**src/tbar_cfg.svh**
```systemverilog
// Purpose: Constants for the two-wire bus arbitration block
// Assumes: Included by package and design files
// Notes: Definitions only
`ifndef TBAR_CFG_SVH
`define TBAR_CFG_SVH

// ----------------------------------------
// State encodings
// ----------------------------------------
`define TBAR_ST_RESET 2'h0
`define TBAR_ST_EM_OWN 2'h1
`define TBAR_ST_IMPLICIT 2'h2
`define TBAR_ST_EXPLICIT 2'h3

// ----------------------------------------
// Reset values
// ----------------------------------------
`define TBAR_SYNC_RESET 2'h3
`define TBAR_BUS_DRIVEN_N_RESET 1'h1

`endif

```
**src/tbar_pkg.sv**
```systemverilog
// Purpose: Types for the two-wire bus arbitration block
// Assumes: tbar_cfg.svh holds the encodings
// Notes: Nothing is imported by users
`include "tbar_cfg.svh"

package tbar_pkg;

   // ----------------------------------------
   // Arbitration states
   // ----------------------------------------
   typedef enum logic [1:0] {
      TBAR_RESET = `TBAR_ST_RESET,
      TBAR_EM_OWN = `TBAR_ST_EM_OWN,
      TBAR_IMPLICIT = `TBAR_ST_IMPLICIT,
      TBAR_EXPLICIT = `TBAR_ST_EXPLICIT
   } tbar_state_t;

endpackage

```
**src/tbar_sync.sv**
```systemverilog
// Purpose: Two flip-flop synchroniser for pin inputs
// Assumes: Asynchronous active-low reset
// Notes: First stage read only by the second
`timescale 1ns/1ns
`include "tbar_cfg.svh"

module tbar_sync (
   input wire logic clk,
   input wire logic rst_b,
   input wire logic d,
   output logic q
);

   logic meta;

   // ----------------------------------------
   // Two stages
   // ----------------------------------------
   always_ff @(posedge clk or negedge rst_b) begin
      if (!rst_b) begin
         meta <= 1'h1;
         q <= 1'h1;
      end else begin
         meta <= d;
         q <= meta;
      end
   end

endmodule

```
**src/tbar_cycle.sv**
```systemverilog
// Purpose: Tracks whether a bus access is running
// Assumes: Inputs from same-clock logic
// Notes: A burst-inhibited series is one access
`timescale 1ns/1ns

module tbar_cycle (
   input wire logic clk,
   input wire logic rst_b,
   input wire logic clear,
   input wire logic start,
   input wire logic end_of_cycle,
   output logic in_progress
);

   // ----------------------------------------
   // Access tracking
   // ----------------------------------------
   always_ff @(posedge clk or negedge rst_b) begin
      if (!rst_b) begin
         in_progress <= 1'h0;
      end else if (clear) begin
         in_progress <= 1'h0;
      end else if (start) begin
         in_progress <= 1'h1;
      end else if (end_of_cycle) begin
         in_progress <= 1'h0;
      end
   end

endmodule

```
**src/tbar_arbiter.sv**
```systemverilog
// Purpose: Two-wire bus arbitration state machine, device side
// Assumes: Grant and reset pin are asynchronous; the rest is on clk
// Notes: Bus cycle protocol lives outside; this block grants it
//
// What this block does
// - Transfer may start cycle after grant
// - Unlocked, grant loss: finish cycle, release
// - Burst-inhibited access holds bus-driven till last
// - Locked explicit owner keeps bus without grant
// - Lock cleared, grant off, no access running: release next clock
// - Grant plus request: drive and start access
// - Any reset source forces reset state
// - Leave reset to implicit or external
// - External ownership: never drive bus
// - Implicit ownership: owned but three-stated
// - Implicit moves on request, lock, grant loss
// - Explicit ownership drives bus, bus-driven low
// - Grant held keeps explicit ownership
// - Grant lost unlocked: leave at cycle end
// - Any termination, error too, ends cycle
// - State changes on rising clock, or at once when rst_b goes low
`timescale 1ns/1ns
`include "tbar_cfg.svh"

module tbar_arbiter (
   input wire logic clk,
   input wire logic rst_b,
   input wire logic bus_grant_n,
   input wire logic reset_input_n,
   input wire logic watchdog_reset,
   input wire logic bus_lock_bit,
   input wire logic int_request,
   input wire logic end_of_cycle,
   output logic bus_driven_n,
   output logic bus_drive_en,
   output logic start_ok,
   output logic transfer_active,
   output logic [1:0] arb_state
);

   tbar_pkg::tbar_state_t state;
   tbar_pkg::tbar_state_t next_state;
   logic grant_n_s;
   logic reset_input_n_n_s;
   logic grant;
   logic any_reset;
   logic in_progress;
   logic access_start;

   // ----------------------------------------
   // Pin synchronisers
   // ----------------------------------------
   tbar_sync u_sync_grant (
      .clk(clk),
      .rst_b(rst_b),
      .d(bus_grant_n),
      .q(grant_n_s)
   );

   tbar_sync u_sync_reset_input_n (
      .clk(clk),
      .rst_b(rst_b),
      .d(reset_input_n),
      .q(reset_input_n_n_s)
   );

   assign grant = !grant_n_s;
   assign any_reset = !reset_input_n_n_s || watchdog_reset;

   // ----------------------------------------
   // Access tracking
   // ----------------------------------------
   // Access begins once explicit ownership with a pending request
   assign access_start = (next_state == tbar_pkg::TBAR_EXPLICIT)
      && int_request && !in_progress;

   tbar_cycle u_cycle (
      .clk(clk),
      .rst_b(rst_b),
      .clear(any_reset),
      .start(access_start),
      .end_of_cycle(end_of_cycle),
      .in_progress(in_progress)
   );

   // ----------------------------------------
   // Next state
   // ----------------------------------------
   always_comb begin
      next_state = state;
      if (any_reset) begin
         next_state = tbar_pkg::TBAR_RESET;
      end else begin
         unique case (state)
            tbar_pkg::TBAR_RESET: begin
               next_state = grant ? tbar_pkg::TBAR_IMPLICIT
                  : tbar_pkg::TBAR_EM_OWN;
            end
            tbar_pkg::TBAR_EM_OWN, tbar_pkg::TBAR_IMPLICIT: begin
               if (!grant) begin
                  next_state = tbar_pkg::TBAR_EM_OWN;
               end else if (bus_lock_bit || int_request) begin
                  next_state = tbar_pkg::TBAR_EXPLICIT;
               end else begin
                  next_state = tbar_pkg::TBAR_IMPLICIT;
               end
            end
            tbar_pkg::TBAR_EXPLICIT: begin
               if (grant) begin
                  next_state = tbar_pkg::TBAR_EXPLICIT;
               end else if (bus_lock_bit) begin
                  next_state = tbar_pkg::TBAR_EXPLICIT;
               end else if (!in_progress || end_of_cycle) begin
                  next_state = tbar_pkg::TBAR_EM_OWN;
               end else begin
                  next_state = tbar_pkg::TBAR_EXPLICIT;
               end
            end
         endcase
      end
   end

   // ----------------------------------------
   // State register
   // ----------------------------------------
   always_ff @(posedge clk or negedge rst_b) begin
      if (!rst_b) begin
         state <= tbar_pkg::TBAR_RESET;
      end else begin
         state <= next_state;
      end
   end

   // ----------------------------------------
   // Outputs from flip-flops
   // ----------------------------------------
   always_ff @(posedge clk or negedge rst_b) begin
      if (!rst_b) begin
         bus_driven_n <= `TBAR_BUS_DRIVEN_N_RESET;
         bus_drive_en <= 1'h0;
         start_ok <= 1'h0;
         transfer_active <= 1'h0;
         arb_state <= `TBAR_ST_RESET;
      end else begin
         // Only explicit ownership drives; others three-state
         bus_driven_n <= (next_state != tbar_pkg::TBAR_EXPLICIT);
         bus_drive_en <= (next_state == tbar_pkg::TBAR_EXPLICIT);
         start_ok <= access_start;
         transfer_active <= access_start || (in_progress && !end_of_cycle && !any_reset);
         arb_state <= next_state;
      end
   end

endmodule

```
**config.mk**
```make
export PLATFORM = sky130hd
export DESIGN_NAME = tbar_arbiter
export DESIGN_NICKNAME = d
export VERILOG_FILES = /design/src/tbar_pkg.sv /design/src/tbar_sync.sv /design/src/tbar_cycle.sv /design/src/tbar_arbiter.sv
export VERILOG_INCLUDE_DIRS = /design/src
export SDC_FILE = /design/constraint.sdc
export NUM_CORES = 1
export LEC_CHECK = 0
export ABC_AREA = 1
export BUFFER_PORTS_ARGS = -buffer_cell sky130_fd_sc_hd__buf_2
export CORE_UTILIZATION = 33
export CTS_CLUSTER_SIZE = 28
export DETAILED_ROUTE_END_ITERATION = 8
export HOLD_SLACK_MARGIN = 0.08
export PLACE_DENSITY_LB_ADDON = 0.2
export SLEW_MARGIN = 20
export SYNTH_ARGS = -nofsm -noshare
export SYNTH_HDL_FRONTEND = slang
export SYNTH_SLANG_ARGS = --single-unit
```
**constraint.sdc**
```tcl
create_clock -name clk -period 1.4 [get_ports clk]
set_input_delay 0.28 -clock clk [delete_from_list [all_inputs] [get_ports clk]]
set_output_delay 0.28 -clock clk [all_outputs]
set_load 0.01 [all_outputs]
```
-- Word-level counts from Yosys, hierarchy flattened
Cells that the tools add are included.
- logic and storage cells: 41
- output and inout port bits: 6
- flip-flop bits (word level): 11
- bits of input ports: 8
- eq/ne operators: 5
- reduce and logical (&&, ||, !) cells: 15
- mux-type cells: 11
- operators by type and width (kind ; number):
    $mux 2 ; 6
    $eq 2x2->1 const B ; 3
    $pmux 2 s3 ; 1
    $logic_and 1x1->1 ; 4
    $logic_not 1->1 ; 4
    $logic_or 1x1->1 ; 4
    $mux 1 ; 4
    $reduce_bool 3->1 ; 1
    $eq 2x1->1 const B ; 1
    $logic_not 2->1 ; 1
    $ne 2x2->1 const B ; 1
    $reduce_or 2->1 ; 1

-- Longest topological paths before layout
- depth after elaboration: 12
- gate-level depth with buffers: 7
- mapped depth without buffers: 7

-- Modules after synthesis
Synthesis repeated with hierarchy kept, for this count alone.
- cell total of the unflattened synthesis: 47
- area total of the unflattened synthesis: 464.2 µm²
- by module, submodules not included (module ; cells an instance ; instances ; area an instance (µm²)):
    tbar_arbiter ; 38 ; 1 ; 314.1
    tbar_sync ; 2 ; 2 ; 52.6
    tbar_cycle ; 5 ; 1 ; 45.0

-- Least setup slack after synthesis
Ideal clock, no wire load.
- kind: reg-to-reg
- start point: register, netlist name arb_state[0]
- end point: register transfer_active
- clock period less this slack: 1.245 ns
- slack: 0.155 ns
- arrival time: 1.126 ns
- cell stages (with the launch flop): 7
- required time: 1.282 ns
- path through: dfrtp_1 > inv_1 > ha_1 > a21oi_1 > a21oi_2 > nand3_2 > nand2_1
- RTL lines (item ; line ; RTL):
    end signal: assignment ; tbar_arbiter.sv:149 ; transfer_active <= access_start || (in_progress && !end_of_cycle && !any_reset);
    end: declaration ; tbar_arbiter.sv:37 ; output logic transfer_active,

==> flow_summary_export.csv <==
group,metric,value,unit
run,drv_cap,0,
place,place.port_buffers,13,
power,p_seq_frac,0.558,
floorplan,die_area,1550,sq um
place,place_area,546,sq um
timing,setup_viol,0,
power,ir_drop,0.469,mV
clock_network,clock_sinks,11,
clock_network,h-tree-depth,1,
worst_setup_path,r2r_end,"transfer_active",
detailed_routing,firstDrtPassIters,2,
worst_setup_path,arrival,1.40,ns
timing,rsz0062_at_grt,"no",
detailed_routing,drc,0,
synth,ys_types,16,
grt,overflow,0,
worst_setup_path,r2r-start,"arb_state[0]",
floorplan,fp.dieW,39.4,um
detailed_routing,totalWireLength,666,um
grt,grt_usage,0.0983,
min_path,min_path_cells,1,
synth,synth-seq-cells,11,
synth,synth_seq_area_share,0.610,
grt,grt_pass1_vias,263,
clock_network,cts_tree,"yes",
detailed_routing,drt_iter0_drc,1,
final_layout,nets,72,
worst_setup_path,crit_buf_inv,1,
worst_setup_path,slowest_stage,"dfrtp_1",
clock_network,clk_pin_slew,0.06,ns
grt,antenna_found_initial,0,
final_layout,drive_above_1_share,0.475,
power,p_sw_frac,0.226,
place,dpl.cell_count,71,
final_layout,antenna_cells,0,
synth,synth_area_per_cell,10.7,sq um
worst_setup_path,critical_path_class,"flop to flop",
timing,post-route-period-util,0.887,
grt,grt_pass1_wl,972,um
worst_setup_path,critPathTopFamily,"flip-flops",
power,p_sw,0.137,mW
grt,use_met1,0.122,
timing,fin_skew,0.000893,ns
detailed_routing,ant_nets,0,
timing,finalSetupTns,0,ns
worst_setup_path,regToRegSetupSlack,0.16,ns
final_layout,stdcell_count,76,
timing,tightest_slew,0.233,ns
grt,grt-busiest-layer,"met2",
min_path,hp-class,"input pin to flop",
final_layout,area_growth,26.0,%
power,comb_power_share,0.102,
worst_setup_path,critPathLaunch,"arb_state[0]",
synth,syn_inst,43,
floorplan,initial_core_util,0.355,
timing,drv_slew,0,
timing,period_minus_slack,1.24,ns
timing,fin_ws,0.158,ns
floorplan,dieHeight,39.4,um
clock_network,clockRootBuffer,"clkbuf_4",
synth,yosysWarningCount,0,
synth,netlist_area,462,sq um
floorplan,ios,14,
grt,gr-usage-met3,0.0341,
floorplan,core-area,1300,sq um
grt,use_met2,0.135,
power,p_clk_frac,0.341,
place,gp_congestion,0.625,
clock_network,clockBufferDepth,2,
clock_network,numCtsBuffers,3,
worst_setup_path,cp_max_fo,3,
worst_setup_path,cp-end-kind,"flop",
floorplan,std_cell_rows,13,
power,pwr_density_cell,1040,nW/um^2
detailed_routing,post_drt_wl_per_cell,8.76,um
detailed_routing,num_vias,314,
clock_network,post_cts_buffers,0,
clock_network,cts_resized,0,
final_layout,finalInstanceArea,582,sq um
run_status,outcome,"complete, no violations",
timing,finalHoldViolations,0,
power,p_leak,0.318,nW
worst_setup_path,worst_setup_path_start_kind,"flop",
min_path,hold_end,"u_sync_reset_input_n.meta",
timing,slew_headroom,0.845,
synth,synth_nets,53,
grt,grt_start_max_net_pins,12,
worst_setup_path,cp.required,1.55,ns
worst_setup_path,max_stage_delay,0.36,ns
timing,max_freq,805,MHz
detailed_routing,via_per_inst,4.13,
place,dp_worst_setup_slack,0.162,ns
min_path,min_from,"reset_input_n",
worst_setup_path,ff2ff_path_depth,6,
clock_network,clk_latency,0.26,ns
worst_setup_path,path_cells,"inv_1 -> ha_1 -> a21oi_1 -> a21oi_2 -> nand3_2 -> nand2_1",
power,intPower,0.468,mW
place,dpl.hpwl,534,um
[Yosys cell counts]
cell | n | area share
dfstp_2 | 5 | 0.28
nand2_1 | 8 | 0.065
nand3_1 | 1 | 0.011
a21oi_4 | 1 | 0.035
o21a_1 | 1 | 0.016
clkinv_1 | 1 | 0.0081
nand2_2 | 2 | 0.027
nand3_2 | 1 | 0.022
ha_1 | 2 | 0.054
inv_1 | 7 | 0.057
nor2_1 | 3 | 0.024
dfrtp_1 | 6 | 0.33
a21oi_2 | 1 | 0.019
inv_2 | 2 | 0.016
a21oi_1 | 1 | 0.011
nor2_4 | 1 | 0.024
[layout by cell type, fill, tap and decap left out]
master | synthesis | routed
clkbuf_1 | 0 | 1
ha_1 | 2 | 2
dlygate4sd3_1 | 0 | 1
nand3_1 | 1 | 1
nand3_2 | 1 | 1
nand2_1 | 8 | 8
a21oi_2 | 1 | 1
dfstp_2 | 5 | 5
clkbuf_4 | 0 | 3
clkinv_1 | 1 | 1
a21oi_4 | 1 | 1
inv_1 | 7 | 7
nand2_2 | 2 | 2
a21oi_1 | 1 | 1
o21a_1 | 1 | 1
nor2_1 | 3 | 3
buf_2 | 0 | 13
inv_2 | 2 | 2
nor2_4 | 1 | 1
dfrtp_1 | 6 | 6
[layer usage]
metal / part of all wire / routed length (um)
met1: 0.47 / 316
met2: 0.48 / 323
met3: 0.041 / 27
met4: 0 / 0
met5: 0 / 0
[sequential cells by signal, indices dropped and copies added, names as in the netlist]
signal,cells
u_sync_grant.meta,1
u_cycle.in_progress,1
u_sync_reset_input_n.q,1
bus_driven_n,1
u_sync_reset_input_n.meta,1
u_sync_grant.q,1
bus_drive_en,1
arb_state,2
transfer_active,1
start_ok,1
[cell families (layout without fill, tap and decap cells)]
family	count (synthesis)	in the layout	synth area share
and+or+nand+nor	16	16	0.173
DFF	11	11	0.610
buffers and inverters	10	28	0.0813
AOI/OAI and AO/OA	4	4	0.0813
adders and majority gates	2	2	0.0542
[what timing repair did]
item | in CTS | in global routing
endpoints found under the hold margin | 6 | 0
endpoints found under the setup margin | 0 | 0
hold buffers | 1 | 0
[metrics by stage]
step                       util  power (mW)  hold slack [ns]
after floorplan               -       0.378          -0.0156
after global placement    0.419       0.403            0.155
after detailed placement  0.419       0.403            0.155
after CTS                 0.447       0.620           0.0984
after global routing      0.447       0.644           0.0900
final                     0.447       0.605            0.113
[power by group through the flow]
stage | Combinational [mW] | Sequential (mW) | Clock [mW]
after global routing | 0.0697 | 0.338 | 0.236
after detailed placement | 0.0602 | 0.343 | 0
after CTS | 0.0626 | 0.338 | 0.220
final | 0.0614 | 0.337 | 0.206
after global placement | 0.0601 | 0.343 | 0
after floorplan | 0.0339 | 0.344 | 0
[worst max path at each step]
stage                                 end  depth (start not counted)
after floorplan           transfer_active                          6
after global placement    transfer_active                          6
after detailed placement  transfer_active                          6
after CTS                 transfer_active                          6
after global routing      transfer_active                          7
final                     transfer_active                          6
[layout make-up]
| class | instances | area, sq um |
|---|---|---|
| inverters | 10 | 37.5 |
| clock buffers | 4 | 26.3 |
| well taps | 15 | 18.8 |
| repair buffers | 14 | 75.1 |
| multi-input cells | 22 | 143 |
| flip-flops and latches | 11 | 282 |
| fillers | 141 | 719 |
(Power assumes the default switching activity.)
